$ cat config.mk
export PLATFORM = sky130hd
export DESIGN_NAME = otc_top
export DESIGN_NICKNAME = d
export VERILOG_FILES = /design/src/otc_pkg.sv /design/src/otc_top.sv /design/src/otc_spi_link.sv
export SDC_FILE = /design/constraint.sdc
export NUM_CORES = 1
export LEC_CHECK = 0
export ABC_AREA = 0
export BUFFER_PORTS_ARGS = -buffer_cell sky130_fd_sc_hd__buf_4
export CAP_MARGIN = 10
export CORE_ASPECT_RATIO = 1.75
export CORE_MARGIN = 2
export CORE_UTILIZATION = 56
export CTS_CLUSTER_DIAMETER = 60
export DETAILED_ROUTE_END_ITERATION = 16
export PLACE_DENSITY_LB_ADDON = 0.08
export SYNTH_ARGS = -nofsm -noshare
export SYNTH_HDL_FRONTEND = slang
export SYNTH_HIERARCHICAL = 1
export SYNTH_SLANG_ARGS = --single-unit
$ cat constraint.sdc
create_clock -name core_clk -period 3.2 [get_ports core_clk]
set_clock_uncertainty 0.2 [all_clocks]
set_input_delay 0.64 -clock core_clk [delete_from_list [all_inputs] [get_ports core_clk]]
set_output_delay 0.64 -clock core_clk [all_outputs]
set_load 0.05 [all_outputs]
$ cat src/otc_pkg.sv
// Package: shared constants and carrier types for the tracker control block.
// Assumes a single 200 MHz core clock; all users refer to otc_pkg::name.
package otc_pkg;

  // ----------------------------------------------------------------
  // Register addresses (7-bit serial address space)
  // ----------------------------------------------------------------
  localparam logic [6:0] OTC_ADDR_FLAG = 7'h02; // Movement flag, RO
  localparam logic [6:0] OTC_ADDR_DX_LO = 7'h03; // Horizontal, low byte
  localparam logic [6:0] OTC_ADDR_DY_LO = 7'h04; // Vertical, low byte
  localparam logic [6:0] OTC_ADDR_CFG = 7'h06; // Configuration, RW
  localparam logic [6:0] OTC_ADDR_QUAL = 7'h07; // Surface quality, RO
  localparam logic [6:0] OTC_ADDR_DX_HI = 7'h11; // Horizontal, high byte
  localparam logic [6:0] OTC_ADDR_DY_HI = 7'h12; // Vertical, high byte
  localparam logic [6:0] OTC_ADDR_EMIT = 7'h51; // Emitter current, RW

  // ----------------------------------------------------------------
  // Field positions, widths and reset values
  // ----------------------------------------------------------------
  localparam int OTC_FLAG_MOTION_BIT = 7; // Movement pending flag
  localparam int OTC_CFG_SLEEP_BIT = 3; // Sleep request bit
  localparam int OTC_CFG_SRST_BIT = 7; // Software reset bit
  localparam int OTC_EMIT_W = 5; // Emitter current field width
  localparam logic [7:0] OTC_CFG_RST = 8'h00;
  localparam logic [4:0] OTC_EMIT_RST = 5'h0e;
  localparam logic [7:0] OTC_BYTE_ZERO = 8'h00;
  localparam logic [15:0] OTC_ACC_ZERO = 16'h0000;

  // ----------------------------------------------------------------
  // Serial frame layout
  // ----------------------------------------------------------------
  localparam int OTC_DIR_BIT = 7; // 1 = write, 0 = read
  localparam logic [4:0] OTC_BITS_ADDR = 5'h08; // Bits in address byte
  localparam logic [4:0] OTC_BITS_FRAME = 5'h10; // Bits in whole frame

  // ----------------------------------------------------------------
  // Timing: emitter pulse train
  // ----------------------------------------------------------------
  localparam int OTC_CLK_MHZ = 200;
  localparam int OTC_LASER_PERIOD_NS = 10000; // Least pulse period
  localparam int OTC_LASER_ON_NS = 1000; // Longest pulse width
  // Least time rounds up, longest time rounds down
  localparam logic [11:0] OTC_LASER_PERIOD_CYC =
    12'((OTC_LASER_PERIOD_NS * OTC_CLK_MHZ + 999) / 1000);
  localparam logic [11:0] OTC_LASER_ON_CYC =
    12'((OTC_LASER_ON_NS * OTC_CLK_MHZ) / 1000);
  localparam logic [11:0] OTC_CNT_ONE = 12'h001;
  localparam logic [11:0] OTC_CNT_ZERO = 12'h000;

  // ----------------------------------------------------------------
  // Carrier types
  // ----------------------------------------------------------------
  // Serial link states, Gray coded along idle-addr-wdata; addr to rdata changes two bits
  typedef enum logic [1:0] {
    OTC_IDLE = 2'b00,
    OTC_ADDR = 2'b01,
    OTC_WDATA = 2'b11,
    OTC_RDATA = 2'b10
  } otc_link_e;

  // One decoded register request from the serial link
  typedef struct packed {
    logic wr; // One-cycle write strobe
    logic rd; // One-cycle read request
    logic [6:0] addr; // Register address
    logic [7:0] data; // Write data
  } otc_req_s;

endpackage

$ cat src/otc_top.sv
// Holds the register file, motion accumulation, power-down, software reset
// and emitter pulse drive of the optical tracker control block.
// Assumes serial pins and sensing-core strobes are synchronous to core_clk.
`timescale 1ns/1ps
module otc_top
(
  // Clock, reset, enable
  input wire logic core_clk,
  input wire logic nrst,
  input wire logic clk_en,
  // Three-wire serial pins
  input wire logic ncs_n,
  input wire logic sclk,
  input wire logic sdio_i,
  output logic sdio_o,
  output logic sdio_oe,
  // Sensing core
  input wire logic motion_stb,
  input wire logic [7:0] motion_dx,
  input wire logic [7:0] motion_dy,
  input wire logic [7:0] surface_quality_value,
  // Control outputs
  output logic sleep_mode,
  output logic [4:0] emitter_current_setting,
  output logic laser_pulse
);

  // ----------------------------------------------------------------
  // Serial link
  // ----------------------------------------------------------------
  otc_pkg::otc_req_s req; // Decoded request pulses
  logic [7:0] rd_q, rd_d; // Read data held for the link

  otc_spi_link i_otc_spi_link
  (
    .core_clk(core_clk),
    .nrst(nrst),
    .clk_en(clk_en),
    .ncs_n(ncs_n),
    .sclk(sclk),
    .sdio_i(sdio_i),
    .sdio_o(sdio_o),
    .sdio_oe(sdio_oe),
    .rd_data(rd_q),
    .req(req)
  );

  // ----------------------------------------------------------------
  // Register state
  // ----------------------------------------------------------------
  logic [7:0] cfg_q, cfg_d; // Configuration, reset bit never stored
  logic [4:0] emit_q, emit_d; // Emitter current code
  logic srst_q, srst_d; // Software reset pending, one cycle
  logic flag_q, flag_d; // Movement pending
  logic [15:0] acc_x_q, acc_x_d; // Running horizontal sum
  logic [15:0] acc_y_q, acc_y_d; // Running vertical sum
  logic [15:0] dx_q, dx_d; // Snapshot shown to the host
  logic [15:0] dy_q, dy_d;
  logic [11:0] lcnt_q, lcnt_d; // Pulse period counter
  logic laser_q, laser_d;
  logic regs_rst; // Internal register reset
  logic asleep;
  logic wr_cfg;
  logic wr_emit;
  logic snap;
  logic moved;

  // Internal reset from the system reset or a software reset
  // A frozen clock enable also holds off a pending software reset
  assign regs_rst = ~nrst | (srst_q & clk_en);
  assign asleep = cfg_q[otc_pkg::OTC_CFG_SLEEP_BIT];
  assign wr_cfg = req.wr && req.addr == otc_pkg::OTC_ADDR_CFG;
  assign wr_emit = req.wr && req.addr == otc_pkg::OTC_ADDR_EMIT;
  // Reading the flag register freezes the sums for the host
  assign snap = req.rd && req.addr == otc_pkg::OTC_ADDR_FLAG;
  // Motion is ignored while asleep; the sensing path is stopped
  assign moved = motion_stb && !asleep && (motion_dx != otc_pkg::OTC_BYTE_ZERO
    || motion_dy != otc_pkg::OTC_BYTE_ZERO);

  // ----------------------------------------------------------------
  // Configuration and emitter registers
  // ----------------------------------------------------------------
  // Register writes stay open in power-down
  always_comb
  begin
    cfg_d = cfg_q;
    emit_d = emit_q;
    srst_d = 1'b0;
    if (wr_cfg)
    begin
      // Sleep bit set enters, cleared leaves power-down
      cfg_d = req.data;
      // Reset bit is a trigger, so it reads back as zero
      cfg_d[otc_pkg::OTC_CFG_SRST_BIT] = 1'b0;
      srst_d = req.data[otc_pkg::OTC_CFG_SRST_BIT];
    end
    if (wr_emit)
    begin
      // Full five-bit range taken; limiting is software's job
      emit_d = req.data[otc_pkg::OTC_EMIT_W-1:0];
    end
  end

  // ----------------------------------------------------------------
  // Motion accumulation and snapshot
  // ----------------------------------------------------------------
  // A new event in the snapshot cycle starts the next sum; set wins
  always_comb
  begin
    acc_x_d = snap ? otc_pkg::OTC_ACC_ZERO : acc_x_q;
    acc_y_d = snap ? otc_pkg::OTC_ACC_ZERO : acc_y_q;
    flag_d = snap ? 1'b0 : flag_q;
    dx_d = dx_q;
    dy_d = dy_q;
    if (snap)
    begin
      // Without pending motion the host sees zero, never stale data
      dx_d = flag_q ? acc_x_q : otc_pkg::OTC_ACC_ZERO;
      dy_d = flag_q ? acc_y_q : otc_pkg::OTC_ACC_ZERO;
    end
    if (moved)
    begin
      // Sign-extended sum; wraps if the host polls far too slowly
      acc_x_d = acc_x_d + {{8{motion_dx[7]}}, motion_dx};
      acc_y_d = acc_y_d + {{8{motion_dy[7]}}, motion_dy};
      flag_d = 1'b1;
    end
  end

  // ----------------------------------------------------------------
  // Read data
  // ----------------------------------------------------------------
  // Latched one cycle after the address byte, long before it is shifted
  always_comb
  begin
    rd_d = rd_q;
    if (req.rd)
    begin
      case (req.addr)
        otc_pkg::OTC_ADDR_FLAG:
        begin
          rd_d = otc_pkg::OTC_BYTE_ZERO;
          rd_d[otc_pkg::OTC_FLAG_MOTION_BIT] = flag_q;
        end
        otc_pkg::OTC_ADDR_DX_LO: rd_d = dx_q[7:0];
        otc_pkg::OTC_ADDR_DX_HI: rd_d = dx_q[15:8];
        otc_pkg::OTC_ADDR_DY_LO: rd_d = dy_q[7:0];
        otc_pkg::OTC_ADDR_DY_HI: rd_d = dy_q[15:8];
        otc_pkg::OTC_ADDR_CFG: rd_d = cfg_q;
        otc_pkg::OTC_ADDR_QUAL: rd_d = surface_quality_value;
        otc_pkg::OTC_ADDR_EMIT: rd_d = {3'h0, emit_q};
        // Unmapped addresses read as zero
        default: rd_d = otc_pkg::OTC_BYTE_ZERO;
      endcase
    end
  end

  // Read latch keeps its byte until the next read request

  // ----------------------------------------------------------------
  // Emitter pulse train
  // ----------------------------------------------------------------
  // Duty well under one; the emitter is never held on
  always_comb
  begin
    lcnt_d = lcnt_q + otc_pkg::OTC_CNT_ONE;
    if (lcnt_q == otc_pkg::OTC_LASER_PERIOD_CYC - otc_pkg::OTC_CNT_ONE)
    begin
      lcnt_d = otc_pkg::OTC_CNT_ZERO;
    end
    laser_d = lcnt_q < otc_pkg::OTC_LASER_ON_CYC;
    if (asleep)
    begin
      // Lowest power: counter parked, emitter dark
      lcnt_d = otc_pkg::OTC_CNT_ZERO;
      laser_d = 1'b0;
    end
  end

  // ----------------------------------------------------------------
  // Registers
  // ----------------------------------------------------------------
  // Register file and engine go to defaults on either reset
  always_ff @(posedge core_clk)
  begin
    if (regs_rst)
    begin
      cfg_q <= otc_pkg::OTC_CFG_RST;
      emit_q <= otc_pkg::OTC_EMIT_RST;
      flag_q <= 1'b0;
      acc_x_q <= otc_pkg::OTC_ACC_ZERO;
      acc_y_q <= otc_pkg::OTC_ACC_ZERO;
      dx_q <= otc_pkg::OTC_ACC_ZERO;
      dy_q <= otc_pkg::OTC_ACC_ZERO;
      lcnt_q <= otc_pkg::OTC_CNT_ZERO;
      laser_q <= 1'b0;
      rd_q <= otc_pkg::OTC_BYTE_ZERO;
    end
    else if (clk_en)
    begin
      cfg_q <= cfg_d;
      emit_q <= emit_d;
      flag_q <= flag_d;
      acc_x_q <= acc_x_d;
      acc_y_q <= acc_y_d;
      dx_q <= dx_d;
      dy_q <= dy_d;
      lcnt_q <= lcnt_d;
      laser_q <= laser_d;
      rd_q <= rd_d;
    end
  end

  // Reset trigger lives outside the register reset so it ends itself
  always_ff @(posedge core_clk)
  begin
    if (!nrst)
    begin
      srst_q <= 1'b0;
    end
    else if (clk_en)
    begin
      srst_q <= srst_d;
    end
  end

  // ----------------------------------------------------------------
  // Outputs, all straight from flip-flops
  // ----------------------------------------------------------------
  assign sleep_mode = cfg_q[otc_pkg::OTC_CFG_SLEEP_BIT];
  assign emitter_current_setting = emit_q;
  assign laser_pulse = laser_q;

endmodule // otc_top

$ cat src/otc_spi_link.sv
// Holds the three-wire half-duplex serial slave of the tracker control block.
// Assumes the pins are synchronous to core_clk and sclk is much slower.
`timescale 1ns/1ps
module otc_spi_link
(
  // Clock, reset, enable
  input wire logic core_clk,
  input wire logic nrst,
  input wire logic clk_en,
  // Serial pins
  input wire logic ncs_n,
  input wire logic sclk,
  input wire logic sdio_i,
  output logic sdio_o,
  output logic sdio_oe,
  // Register side
  input wire logic [7:0] rd_data,
  output otc_pkg::otc_req_s req
);

  // ----------------------------------------------------------------
  // State
  // ----------------------------------------------------------------
  otc_pkg::otc_link_e st_q, st_d; // Frame phase
  logic sclk_q, sclk_d; // Previous clock level for edge detect
  logic [4:0] cnt_q, cnt_d; // Bits taken in this frame
  logic [7:0] sh_q, sh_d; // Input shift register
  logic [6:0] addr_q, addr_d; // Captured address
  logic [7:0] out_q, out_d; // Output shift register
  logic sdo_q, sdo_d;
  logic oe_q, oe_d;
  otc_pkg::otc_req_s req_q, req_d;
  logic rise;
  logic fall;

  // Edges of the host clock as seen on core_clk
  assign rise = sclk & ~sclk_q;
  assign fall = ~sclk & sclk_q;

  // Next-state logic: bits in on rise, read data out on fall
  always_comb
  begin
    st_d = st_q;
    sclk_d = sclk;
    cnt_d = cnt_q;
    sh_d = sh_q;
    addr_d = addr_q;
    out_d = out_q;
    sdo_d = sdo_q;
    oe_d = oe_q;
    req_d = '0;
    req_d.addr = addr_q;
    req_d.data = sh_q;
    if (ncs_n)
    begin
      // Deselect also recovers from a broken frame
      st_d = otc_pkg::OTC_IDLE;
      cnt_d = '0;
      oe_d = 1'b0;
    end
    else
    begin
      case (st_q)
        otc_pkg::OTC_IDLE:
        begin
          st_d = otc_pkg::OTC_ADDR;
        end
        otc_pkg::OTC_ADDR:
        begin
          if (rise)
          begin
            sh_d = {sh_q[6:0], sdio_i};
            cnt_d = cnt_q + 5'h01;
            if (cnt_d == otc_pkg::OTC_BITS_ADDR)
            begin
              addr_d = sh_d[6:0];
              req_d.addr = sh_d[6:0];
              // Direction flag in the first bit of the frame
              if (sh_d[otc_pkg::OTC_DIR_BIT])
              begin
                st_d = otc_pkg::OTC_WDATA;
              end
              else
              begin
                st_d = otc_pkg::OTC_RDATA;
                req_d.rd = 1'b1;
              end
            end
          end
        end
        otc_pkg::OTC_WDATA:
        begin
          if (rise && cnt_q != otc_pkg::OTC_BITS_FRAME)
          begin
            sh_d = {sh_q[6:0], sdio_i};
            cnt_d = cnt_q + 5'h01;
            if (cnt_d == otc_pkg::OTC_BITS_FRAME)
            begin
              req_d.wr = 1'b1;
              req_d.data = sh_d;
            end
          end
        end
        otc_pkg::OTC_RDATA:
        begin
          // Read data was latched well before the first falling edge
          if (fall && cnt_q != otc_pkg::OTC_BITS_FRAME)
          begin
            if (cnt_q == otc_pkg::OTC_BITS_ADDR)
            begin
              sdo_d = rd_data[7];
              out_d = {rd_data[6:0], 1'b0};
            end
            else
            begin
              sdo_d = out_q[7];
              out_d = {out_q[6:0], 1'b0};
            end
            oe_d = 1'b1;
          end
          if (rise && cnt_q != otc_pkg::OTC_BITS_FRAME)
          begin
            cnt_d = cnt_q + 5'h01;
          end
        end
        default:
        begin
          st_d = otc_pkg::OTC_IDLE;
        end
      endcase
    end
  end

  // Registers only; clock enable freezes everything
  always_ff @(posedge core_clk)
  begin
    if (!nrst)
    begin
      st_q <= otc_pkg::OTC_IDLE;
      sclk_q <= 1'b0;
      cnt_q <= '0;
      sh_q <= '0;
      addr_q <= '0;
      out_q <= '0;
      sdo_q <= 1'b0;
      oe_q <= 1'b0;
      req_q <= '0;
    end
    else if (clk_en)
    begin
      st_q <= st_d;
      sclk_q <= sclk_d;
      cnt_q <= cnt_d;
      sh_q <= sh_d;
      addr_q <= addr_d;
      out_q <= out_d;
      sdo_q <= sdo_d;
      oe_q <= oe_d;
      req_q <= req_d;
    end
  end

  assign sdio_o = sdo_q;
  assign sdio_oe = oe_q;
  assign req = req_q;

endmodule // otc_spi_link

# Word-level counts from Yosys, hierarchy flattened
# Cells that the tools add are included.
# Widths: inputs -> output; s select.
# totals
reg_bits	149
latchBits	0
ram_bits	0
rom_bits	0
in_bits	31
out_inout_bits	9
mem_count	0
# classes
addsub	4
multipliers	0
n_div	0
order_cmp	1
n_eq_ne	21
n_shift	0
n_mux	41
bitwise_logic	8
n_reduce_logical	30
# op_table
operator	count
$mux 16	6
$mux 8	9
$pmux 8 s8	1
$add 16x16->16	2
$mux 12	2
$eq 7x3->1 const B	3
$mux 17	1
$pmux 8 s2	1
$reduce_bool 8->1	2
$mux 5	3
$eq 7x2->1 const B	2
$eq 7x5->1 const B	2
$mux 1	13
$add 12x1->12 const B	1
$eq 12x11->1 const B	1
$lt 12x8->1 const B	1
$reduce_and 4->1	3
$eq 5x4->1 const B	2
$pmux 5 s2	1
$reduce_and 2->1	5
$reduce_and 5->1	2
$reduce_bool 2->1	4
$eq 7x7->1 const B	1
$logic_and 1x1->1	7
other kinds (19)	30

# Longest topological paths before layout
# Gate-level depths: netlist of run 1.
# depth
depth_word	6
depth_mapped	14
ltp_nobuf	12

# By module
# Netlist of run 1, hierarchy kept.
# modules_own_cells
module	instances	cells_per_inst	area_per_inst_um2	seq_area_each_um2
otc_top	1	697	5706.7	1981.9
otc_spi_link	1	261	2444.8	980.9

# Worst setup path after synthesis of run 1
# Ideal clock, no wire load.
# synth_path
path_type	reg2reg
startpoint	register i_otc_spi_link.req_q (netlist bit i_otc_spi_link/req[11])
endpoint	register acc_x_q[14]
setup_ns	0.125
arrival_ns	3.020
required_time_ns	2.875
slack_ns	-0.145
stages_incl_launch_ff	14
path_buffers	1
synth_period_minus_slack_ns	3.345
cell_sequence	dfxtp_1 > nor3_4 > nand4_1 > clkbuf_1 > and2_1 > ha_1 > fa_1 > a211oi_1 > o21bai_1 > a21o_1 > a311oi_1 > o21ai_0 > a32oi_1 > o21ai_0
# synth_via
elab_chain_len	5
# synth_lines
item	line	text
start: declaration	otc_spi_link.sv:32	otc_pkg::otc_req_s req_q, req_d;
start signal: assignment	otc_spi_link.sv:159	req_q <= req_d;
$eq 7x2->1 (*)	otc_top.sv:75	assign snap = req.rd && req.addr == otc_pkg::OTC_ADDR_FLAG;
$logic_and 1x1->1 (*)	otc_top.sv:75	
$mux 16 (*)	otc_top.sv:110	acc_x_d = snap ? otc_pkg::OTC_ACC_ZERO : acc_x_q;
$add 16x16->16	otc_top.sv:124	acc_x_d = acc_x_d + {{8{motion_dx[7]}}, motion_dx};
$mux 16 (*)	otc_top.sv:121	if (moved)
end signal: assignment	otc_top.sv:191	acc_x_q <= otc_pkg::OTC_ACC_ZERO;
end: declaration	otc_top.sv:55	logic [15:0] acc_x_q, acc_x_d;
# Every way passes the cells marked *; elsewhere a longest branch is shown, timed or not.
# A chain may end at the register's enable or synchronous reset.

# Worst setup path after layout of run 1
# layout_path
startpoint	register i_otc_spi_link.req_q (netlist bit i_otc_spi_link/req[14])
endpoint	register acc_y_q[14]
# layout_via
elab_chain_len	5
# layout_lines
item	line	text
$eq 7x2->1 (*)	otc_top.sv:75	
$logic_and 1x1->1 (*)	otc_top.sv:75	
$mux 16 (*)	otc_top.sv:111	acc_y_d = snap ? otc_pkg::OTC_ACC_ZERO : acc_y_q;
$add 16x16->16	otc_top.sv:125	acc_y_d = acc_y_d + {{8{motion_dy[7]}}, motion_dy};
$mux 16 (*)	otc_top.sv:121	
end signal: assignment	otc_top.sv:192	acc_y_q <= otc_pkg::OTC_ACC_ZERO;
end signal: assignment	otc_top.sv:205	acc_y_q <= acc_y_d;
end: declaration	otc_top.sv:56	logic [15:0] acc_y_q, acc_y_d;
# Marks and branches as above.

==> results of run 1 <==
[registers in the layout (all words and copies together) (netlist names), 8 cells and up]
signal / cells
i_otc_spi_link/sh_q: 8
acc_y_q: 16
lcnt_q: 12
rd_q: 8
i_otc_spi_link/req: 17
dx_q: 16
acc_x_q: 16
dy_q: 16
[worst register-to-register path: stages (launching register included)]
cell	delay, ps
dfxtp_2	330
nor3_4	180
nand4_1	210
buf_6	210
and2_1	190
ha_4	180
fa_2	350
a21oi_2	190
o21ai_2	90
a21oi_2	190
or4b_1	160
nand3_2	70
mux2_4	310
a211oi_2	210
[cell families after synthesis]
family / share of synthesized area (%)
AOI/OAI and AO/OA: 21.5
muxes: 6.08
and+or+nand+nor: 22.2
adders and majority gates: 5.71
xor gates and xnor gates: 3.73
buffers and inverters: 4.37
DFF: 36.3
[worst max-delay path by stage]
stage,from,depth (start not counted),slack (ps),end
2_1_floorplan,i_otc_spi_link/req[11],13,6,acc_x_q[14]
3_3_place_gp,i_otc_spi_link/req[11],13,30,acc_y_q[14]
3_5_place_dp,i_otc_spi_link/req[11],12,-40,acc_y_q[15]
4_1_cts,i_otc_spi_link/req[8],13,-6,acc_y_q[14]
5_1_grt,i_otc_spi_link/req[14],13,-70,acc_x_q[14]
6_report,i_otc_spi_link/req[14],13,50,acc_y_q[14]
[synthesized netlist by cell type, types with 4 or more instances]
| master | n | area [µm²] |
|---|---|---|
| a211oi_1 | 10 | 75.1 |
| a21boi_0 | 4 | 30.0 |
| a21o_1 | 12 | 90.1 |
| a21oi_1 | 85 | 425 |
| a221o_1 | 10 | 100 |
| a22o_1 | 19 | 166 |
| a22oi_1 | 11 | 82.6 |
| a311oi_1 | 4 | 35.0 |
| a31oi_1 | 20 | 125 |
| and2_1 | 34 | 213 |
| and2_2 | 7 | 52.6 |
| and3_1 | 9 | 56.3 |
| buf_2 | 12 | 60.1 |
| buf_6 | 4 | 45.0 |
| clkbuf_1 | 36 | 135 |
| dfxtp_1 | 148 | 2960 |
| ha_1 | 34 | 425 |
| inv_1 | 14 | 52.6 |
| mux2_2 | 4 | 45.0 |
| mux2i_1 | 45 | 450 |
| nand2_1 | 105 | 394 |
| nand2b_1 | 7 | 43.8 |
| nand3_1 | 57 | 285 |
| nand4_1 | 4 | 25.0 |
| nor2_1 | 68 | 255 |
| nor2b_1 | 16 | 100 |
| nor3_1 | 16 | 80.1 |
| nor4_1 | 6 | 37.5 |
| o211a_1 | 7 | 70.1 |
| o21a_1 | 8 | 60.1 |
| o21ai_0 | 39 | 195 |
| o21bai_1 | 4 | 30.0 |
| o22ai_1 | 6 | 37.5 |
| xnor2_1 | 22 | 193 |
| xor2_1 | 10 | 87.6 |
[through the flow]
stage / cells / cell area (µm²)
3_3_place_gp: 1174 / 8810
3_5_place_dp: 1174 / 8810
2_1_floorplan: 958 / 8170
4_1_cts: 1204 / 9390
5_1_grt: 1209 / 9710
6_report: 1209 / 9710
[metal layers]
layer  global-route usage [%]  vias to the layer above  share of wire, %
li1                         -                     3581                 -
met1                     31.0                     3408                39
met2                     49.8                      175                52
met3                     4.98                       74               3.0
met4                     16.6                        0               5.3
met5                        0                        -                 0
[layout make-up]
class / instances / area, µm²
Sequential cell: 148 / 2970
Tap cell: 180 / 225
Fill cell: 1238 / 4580
Clock buffer: 21 / 470
Timing Repair Buffer: 99 / 771
Clock inverter: 8 / 78.8
Inverter: 14 / 52.6
Multi-Input combinational cell: 739 / 5150
[layout by cell type, fill, tap and decap left out, types with 21 or more instances in the layout]
master,count
a21oi_1,79
and2_1,29
buf_4,94
dfxtp_1,145
ha_1,21
mux2i_1,45
nand2_1,104
nand3_1,56
nor2_1,68
o21ai_0,31
xnor2_1,22
[where the power goes]
part | switching, µW | total [µW] | internal, µW | leakage [µW]
combinational | 330 | 630 | 300 | 0.00241
clock | 757 | 1880 | 1120 | 0.000271
sequential | 38.2 | 1920 | 1890 | 0.00120
[repair_timing]
action | 4_1_cts | 5_1_grt
gates resized for setup | 4 | 54
setup endpoints to repair | 2 | 11
pin swaps | 1 | 28
gates cloned | 0 | 1
buffers inserted | 1 | 4
==> run_results.csv, run 1 <==
group,metric,value,unit
outcome,outcome,"complete, no violations",
cells_and_area,syn2layout_area_growth,19.2,%
routing,drt_iter0_drc,300,
min_path,hold_path_depth,2,
power,vdd_drop_max,0.000292,V
synthesis,synth_flop_cell,"dfxtp_1",
worst_setup_path,path_cells,"nor3_4 > nand4_1 > buf_6 > and2_1 > ha_4 > fa_2 > a21oi_2 > o21ai_2 > a21oi_2 > or4b_1 > nand3_2 > mux2_4 > a211oi_2",
placed_design,place_hpwl,15800,µm
synthesis,yosysWarnings,6,
floorplanning,ios,40,
floorplanning,die_h,164,µm
floorplanning,die_x,95.2,µm
worst_setup_path,crit_top_cell,"a21oi_2",
worst_setup_path,crit_fanout,6,
worst_setup_path,regToRegEndpoint,"acc_y_q[14]",
worst_setup_path,cp_slowest_cell,"fa_2",
sta,tns,0,ps
worst_setup_path,r2r_slack,50,ps
worst_setup_path,worst_setup_path_end_kind,"register",
routing,drc_errors,0,
routing,wl_per_cell,18.1,µm
synthesis,yosysUniqueCellTypes,80,
synthesis,syn-num-nets,1025,
routing,dr.pass1.iters,5,
worst_setup_path,cp_data_arrival_time,3290,ps
cells_and_area,diodes,0,
synthesis,synth_cells,958,
clock_network,cts_sinks,148,
global_route,grt_pass1_wl,34500,µm
floorplanning,initial_core_util,57.0,%
sta,relSlewSlack,44.6,%
worst_setup_path,worstPathRequired,3340,ps
placed_design,place.gp.congestion,0.932,
worst_setup_path,critPathBufInv,1,
sta,hold_viol,0,
floorplanning,core,14300,µm²
sta,final_max_slew_viol_count,0,
routing,ant_nets,0,
sta,fin_crit,3150,ps
worst_setup_path,rr_worst_depth,13,
sta,max_freq,317,MHz
cells_and_area,utilization,68.0,%
min_path,worstHoldStart,"dx_q[1]",
min_path,worstHoldPathType,"reg -> reg",
synthesis,yosysSeqAreaShare,36.3,%
floorplanning,die-area,15600,µm²
synthesis,ys_async_sr_fraction,0,%
global_route,grt_overflow_total,0,
power,cellPowerDensity,456,nW/µm²
flow_run,cap_violations,0,
global_route,antenna_found_initial,0,
worst_setup_path,startpoint_type,"register",
sta,finalCritPeriodShare,98.5,%
clock_network,htreeDepth,4,
global_route,grt_pass1_vias,7021,
global_route,grt_usage,28.3,%
worst_setup_path,cp_top_family,"simple AND/OR/NAND/NOR gates",
clock_network,cts_tree,"done",
sta,rsz0062_at_grt,"yes",
clock_network,cts_hold_buf,0,
sta,worst_slack,49.5,ps
worst_setup_path,crit_type,"reg -> reg",
cells_and_area,drive_gt1_share,19.6,%
clock_network,clk_pin_slew,60,ps
placed_design,pre_cts_slack,-35.1,ps
sta,hold_ws,251,ps
clock_network,cts-root-buf,"clkbuf_16",
worst_setup_path,critPathMaxStageDelay,350,ps
clock_network,cts_max_path_buffers,2,
synthesis,syn-cell-area,8150,µm²
power,p_total,4430,µW
clock_network,numCtsBuffers,17,
clock_network,worstSkewPairLatency,420,ps
synthesis,syn_area_per_cell,8.51,µm²
power,leakagePower,0.00388,µW
sta,worst_slew_pin_slew,828,ps
routing,totalWireLength,21900,µm
routing,avgViaCountPerCell,5.99,
floorplanning,rows,58,
sta,setup_viol,0,
placed_design,io_buffers,39,
synthesis,synth_edf_count,0,
cells_and_area,nNetsFinal,1086,
synthesis,synth-seq-cells,148,
worst_setup_path,r2r-start,"i_otc_spi_link/req[14]",
min_path,hold_end,"dx_q[1]",
global_route,grt_max_degree,56,
routing,vias,7238,
Note: power is estimated with default switching activity, not from simulation.
==> inputs of run 2 (changes only) <==
- CORE_MARGIN: 2 -> default
==> run 2 against run 1 <==
Largest cell class unchanged. Flip-flop and latch count stayed put. Routed wire length is 2.3% lower. Total power decreased by 2.7%. Register-to-register slack is essentially flat. Fmax decreased by 0.16%. Utilization hardly changed. Critical path depth grew 1. Sequential share of layout area hardly changed. Worst hold slack got worse by 1.4 ps.
==> run_results.csv, run 2 (same netlist as run 1, synthesis figures left out) <==
group,metric,value,unit
outcome,outcome,"complete, no violations",
floorplanning,die_h,162,µm
floorplanning,die_x,93.2,µm
routing,totalWireLength,21400,µm
routing,dr.pass1.iters,5,
power,p_comb_share,14.6,%
sta,setup_viol,0,
sta,hold_ws,249,ps
power,intPower,3200,µW
global_route,grt_pass1_wl,34000,µm
routing,vias,7168,
floorplanning,core,14300,µm²
clock_network,clk_pin_slew,60,ps
power,cellPowerDensity,444,nW/µm²
worst_setup_path,r2r_slack,40,ps
flow_run,cap_violations,0,
global_route,grt_max_degree,71,
cells_and_area,layout_common_cells,"dfxtp_1, nand2_1, buf_4",
power,power_frac_clock,40.8,%
cells_and_area,drive_gt1_share,19.7,%
sta,hold_viol,0,
worst_setup_path,cp_top_family,"compound AO/OA/AOI/OAI gates",
routing,avgViaCountPerCell,5.94,
cells_and_area,largest_register_ffs,17,
cells_and_area,final_cell_area,9720,µm²
worst_setup_path,critPathMaxStageDelay,360,ps
clock_network,cts-root-buf,"clkbuf_16",
placed_design,place_area,8790,µm²
sta,relSlewSlack,17.0,%
worst_setup_path,crit_start,"i_otc_spi_link/req[13]",
min_path,worstHoldPathType,"reg -> reg",
worst_setup_path,crit_fanout,11,
power,leakagePower,0.00386,µW
sta,finalCritPeriodShare,98.6,%
placed_design,place_hpwl,15500,µm
worst_setup_path,startpoint_type,"register",
cells_and_area,diodes,0,
worst_setup_path,worstPathRequired,3310,ps
cells_and_area,layout_commonest_cell,"dfxtp_1",
placed_design,io_buffers,39,
sta,fin_crit,3160,ps
clock_network,htreeDepth,4,
worst_setup_path,worst_setup_path_end_kind,"register",
floorplanning,initial_core_util,57.0,%
global_route,grt_overflow_total,0,
worst_setup_path,cp_data_arrival_time,3260,ps
clock_network,worstSkewPairLatency,410,ps
cells_and_area,syn2layout_area_growth,19.2,%
placed_design,place_inst,1168,
power,vdd_drop_max,0.000305,V
routing,drt_iter0_drc,287,
global_route,grt_usage,28.9,%
worst_setup_path,path_cells,"nor3_4 > nand4_1 > buf_6 > buf_12 > buf_6 > and2_1 > ha_4 > a21oi_1 > o21ai_2 > a31oi_4 > o21ai_2 > a311oi_2 > xor3_1 > a22o_1",
global_route,grt_pass1_vias,6779,
floorplanning,ios,40,
routing,drc_errors,0,
sta,max_freq,317,MHz
worst_setup_path,r2r-start,"i_otc_spi_link/req[13]",
power,p_seq_share,44.6,%
worst_setup_path,crit_type,"reg -> reg",
cells_and_area,nNetsFinal,1082,
cells_and_area,instances_no_fill,1206,
power,p_switching,1110,µW
sta,worst_slew_pin_slew,1240,ps
routing,ant_nets,0,
routing,wl_per_cell,17.7,µm
worst_setup_path,cp_slowest_cell,"xor3_1",
worst_setup_path,critPathBufInv,3,
sta,tns,0,ps
sta,final_max_slew_viol_count,0,
power,switching_share,25.7,%
global_route,antenna_found_initial,0,
floorplanning,die-area,15100,µm²
clock_network,numCtsBuffers,17,
clock_network,cts_sinks,148,
placed_design,place.gp.congestion,0.890,
floorplanning,rows,58,
sta,rsz0062_at_grt,"yes",
min_path,worstHoldStart,"dx_q[2]",
clock_network,cts_tree,"done",
clock_network,cts_max_path_buffers,2,
-- run 2: what timing repair did --
item | CTS | global route
cloned | 0 | 1
resized for setup | 15 | 45
buffers inserted | 0 | 7
setup endpoints to repair | 6 | 12
hold buffers | 0 | 0
pin swaps | 3 | 25
-- run 2: final timing paths --
kind | to | cells past startpoint
worst max-delay path | acc_y_q[15] | 14
worst min-delay path | dx_q[2] | 2
worst max register to register | acc_y_q[15] | 14
worst min register to register | dx_q[2] | 2
-- run 2: metrics by stage --
step	util, %	setup WS, ps	power (µW)
floorplan	-	6.36	2330
global placement	61.5	10.6	2500
detailed placement	61.5	-67.5	2510
CTS	65.6	4.18	4270
global route	68.0	-70.7	4490
finish	68.0	44.4	4310
-- run 2: worst reg2reg max path: cells and delay by family (launching register included) --
family	cells	cell delay [ps]
flip-flops	1	330
adder cells (fa/ha/maj)	1	240
XOR/XNOR	1	360
AO/OA/AOI/OAI	6	1020
AND/OR/NAND/NOR	3	490
buffers and inverters	3	420
-- run 2: power groups by stage --
stage,Combinational [µW],Sequential (µW),Clock [µW]
detailed placement,545,1960,0
finish,629,1930,1760
global placement,540,1960,0
floorplan,375,1950,0
global route,687,1930,1870
CTS,563,1920,1780
-- run 2: routing by layer --
metal	up-vias	share of wire [%]	track usage (%)
li1	3584	-	-
met1	3370	40	32.4
met2	161	53	51.7
met3	53	2.9	3.63
met4	0	4.5	15.9
met5	-	0	0
-- run 2: final cells by class --
class / instances / area [µm²]
multi-input combinational: 739 / 5170
fill: 1211 / 4580
sequential: 148 / 2970
timing repair buffer: 95 / 779
clock buffer: 21 / 460
tap: 180 / 225
clock inverter: 9 / 58.8
inverter: 14 / 52.6
==> inputs of run 3 (changes only) <==
- CELL_PAD_IN_SITES_DETAIL_PLACEMENT: default -> 1
- CELL_PAD_IN_SITES_GLOBAL_PLACEMENT: default -> 1
- CORE_UTILIZATION: 56 -> 43
- TNS_END_PERCENT: default -> 1
==> run 3 against run 2 <==
The flow now finishes with violations (setup timing). Clock power up 32%. Critical endpoint is now acc_y_q[14]. Sequential power about the same. Final cell count up 6.1%. Critical path depth unchanged. Die area up 30%. Register-to-register slack worse by 130 ps. Largest cell class unchanged. Non-clock buffer count up 13. Combinational power up 6.8%. Utilization down 14 points. Fmax down 3.9%. Setup slack worse by 130 ps.
==> run_results.csv, run 3 (same netlist as run 1, synthesis figures left out) <==
group,metric,value,unit
clock_network,htreeDepth,4,
routing,drt_iter0_drc,237,
sta,setup_viol,4,
placed_design,place_hpwl,19200,µm
worst_setup_path,crit_type,"reg -> reg",
floorplanning,rows,66,
clock_network,cts_max_path_buffers,2,
routing,dr.pass1.iters,4,
cells_and_area,layout_common_cells,"dfxtp_1, nand2_1, buf_4",
outcome,outcome,"complete, but fails checks",
routing,wl_per_cell,20.5,µm
power,vdd_drop_max,0.000346,V
sta,rsz0062_at_grt,"yes",
cells_and_area,syn2layout_area_growth,23.7,%
routing,ant_nets,0,
cells_and_area,instances_no_fill,1280,
worst_setup_path,crit_fanout,6,
sta,fin_crit,3280,ps
placed_design,place.gp.congestion,0.932,
sta,final_max_slew_viol_count,0,
floorplanning,ios,40,
cells_and_area,layout_commonest_cell,"dfxtp_1",
routing,totalWireLength,26200,µm
floorplanning,initial_core_util,43.9,%
global_route,grt_usage,27.8,%
sta,worst_slew_pin_slew,977,ps
sta,relSlewSlack,34.5,%
cells_and_area,multi_input_area,5180,µm²
worst_setup_path,cp_slowest_cell,"or4b_4",
routing,vias,7360,
min_path,worstHoldPathType,"reg -> reg",
clock_network,numCtsBuffers,17,
worst_setup_path,startpoint_type,"register",
cells_and_area,fill_cells,2159,
worst_setup_path,critPathBufInv,2,
floorplanning,die-area,19500,µm²
sta,max_freq,305,MHz
global_route,grt_overflow_total,0,
routing,drc_errors,0,
routing,avgViaCountPerCell,5.75,
cells_and_area,final_cell_area,10100,µm²
power,p_total,4920,µW
placed_design,place_inst,1232,
clock_network,worstSkewPairLatency,430,ps
global_route,grt_pass1_vias,8057,
sta,worst_slack,-83.1,ps
placed_design,io_buffers,39,
sta,finalCritPeriodShare,103,%
placed_design,pre_cts_slack,-335,ps
placed_design,place_area,8890,µm²
power,cellPowerDensity,488,nW/µm²
worst_setup_path,path_cells,"and2b_1 > nand4_1 > buf_6 > buf_12 > and2_4 > ha_4 > fa_2 > a21oi_2 > o21ai_2 > a21oi_2 > or4b_4 > nand3_2 > mux2_2 > a211oi_2",
worst_setup_path,cp_top_family,"simple AND/OR/NAND/NOR gates",
sta,hold_viol,0,
clock_network,cts_sinks,148,
global_route,grt_max_degree,51,
worst_setup_path,critPathMaxStageDelay,490,ps
global_route,grt_pass1_wl,41900,µm
cells_and_area,largest_register_ffs,17,
clock_network,clk_pin_slew,60,ps
flow_run,cap_violations,0,
global_route,antenna_found_initial,0,
cells_and_area,drive_gt1_share,21.4,%
worst_setup_path,worst_setup_path_end_kind,"register",
clock_network,cts-root-buf,"clkbuf_16",
worst_setup_path,worstPathRequired,3360,ps
floorplanning,core,18600,µm²
clock_network,cts_tree,"done",
worst_setup_path,cp_data_arrival_time,3440,ps
outcome,violations,"setup timing",
worst_setup_path,crit_top_cell,"a21oi_2",
floorplanning,die_h,184,µm
cells_and_area,regArea,2970,µm²
cells_and_area,nNetsFinal,1095,
floorplanning,die_x,106,µm
power,leakagePower,0.00401,µW
==> run 3: changes by cell type in the layout (fill, tap and decap cells not counted), moves of 3 or more <==
cell,previous run,this run
buf_4,88,100
bufinv_16,0,6
clkinv_2,4,0
inv_6,0,4
and2_1,28,25
==> run 3: area by class of cell <==
cell class	instances	area share [%]
well taps	238	2.95
multi-input cells	739	51.4
diodes	1	0.0248
repair buffers	108	8.86
clock buffers	18	4.36
flip-flops and latches	148	29.4
clock inverters	14	2.44
inverters	14	0.521
==> run 3: worst register-to-register path, delay by kind of cell, from the launching register on <==
kind / cells / cell delay (ps)
adders and majority gates: 2 / 370
DFF: 1 / 330
muxes: 1 / 350
and+or+nand+nor: 5 / 1070
AOI/OAI and AO/OA: 4 / 600
buffers and inverters: 2 / 300
==> run 3: layer usage <==
metal	share of wire (%)	global-route usage (%)	wire [µm]	vias to the layer above
met4	4.8	15.4	1260	0
met2	56	54.1	14600	110
met3	2.2	4.38	579	60
met1	37	27.4	9770	3585
li1	-	-	-	3605
met5	0	0	0	-
==> run 3: worst paths after layout <==
| path | end | depth (start not counted) | from | slack (ps) |
|---|---|---|---|---|
| min | dx_q[15] | 2 | dx_q[15] | 260 |
| max reg2reg | acc_y_q[14] | 14 | i_otc_spi_link/req[8] | -80 |
| min reg2reg | dx_q[15] | 2 | dx_q[15] | 260 |
| max | acc_y_q[14] | 14 | i_otc_spi_link/req[8] | -80 |
==> run 3: stage by stage <==
| step | utilization, % | hold slack, ps | setup TNS (ps) |
|---|---|---|---|
| 2_1_floorplan | - | 229 | -6.91 |
| 3_3_place_gp | 47.9 | 243 | -599 |
| 3_5_place_dp | 47.9 | 247 | -2420 |
| 4_1_cts | 53.6 | 259 | -28.7 |
| 5_1_grt | 54.3 | 273 | -1390 |
| 6_report | 54.3 | 257 | -134 |
==> run 3: timing repair <==
item | 4_1_cts | 5_1_grt
endpoints found under the hold margin | 0 | 0
setup endpoints to repair | 16 | 16
buffers inserted | 12 | 1
hold buffers | 0 | 0
pin swaps | 18 | 11
gates cloned | 2 | 0
gates resized for setup | 43 | 22
==> run 3: power breakdown <==
group	switching (µW)	total (µW)	internal, µW
clock	829	2320	1490
combinational	354	672	318
sequential	41.9	1930	1890
total	1220	4920	3700
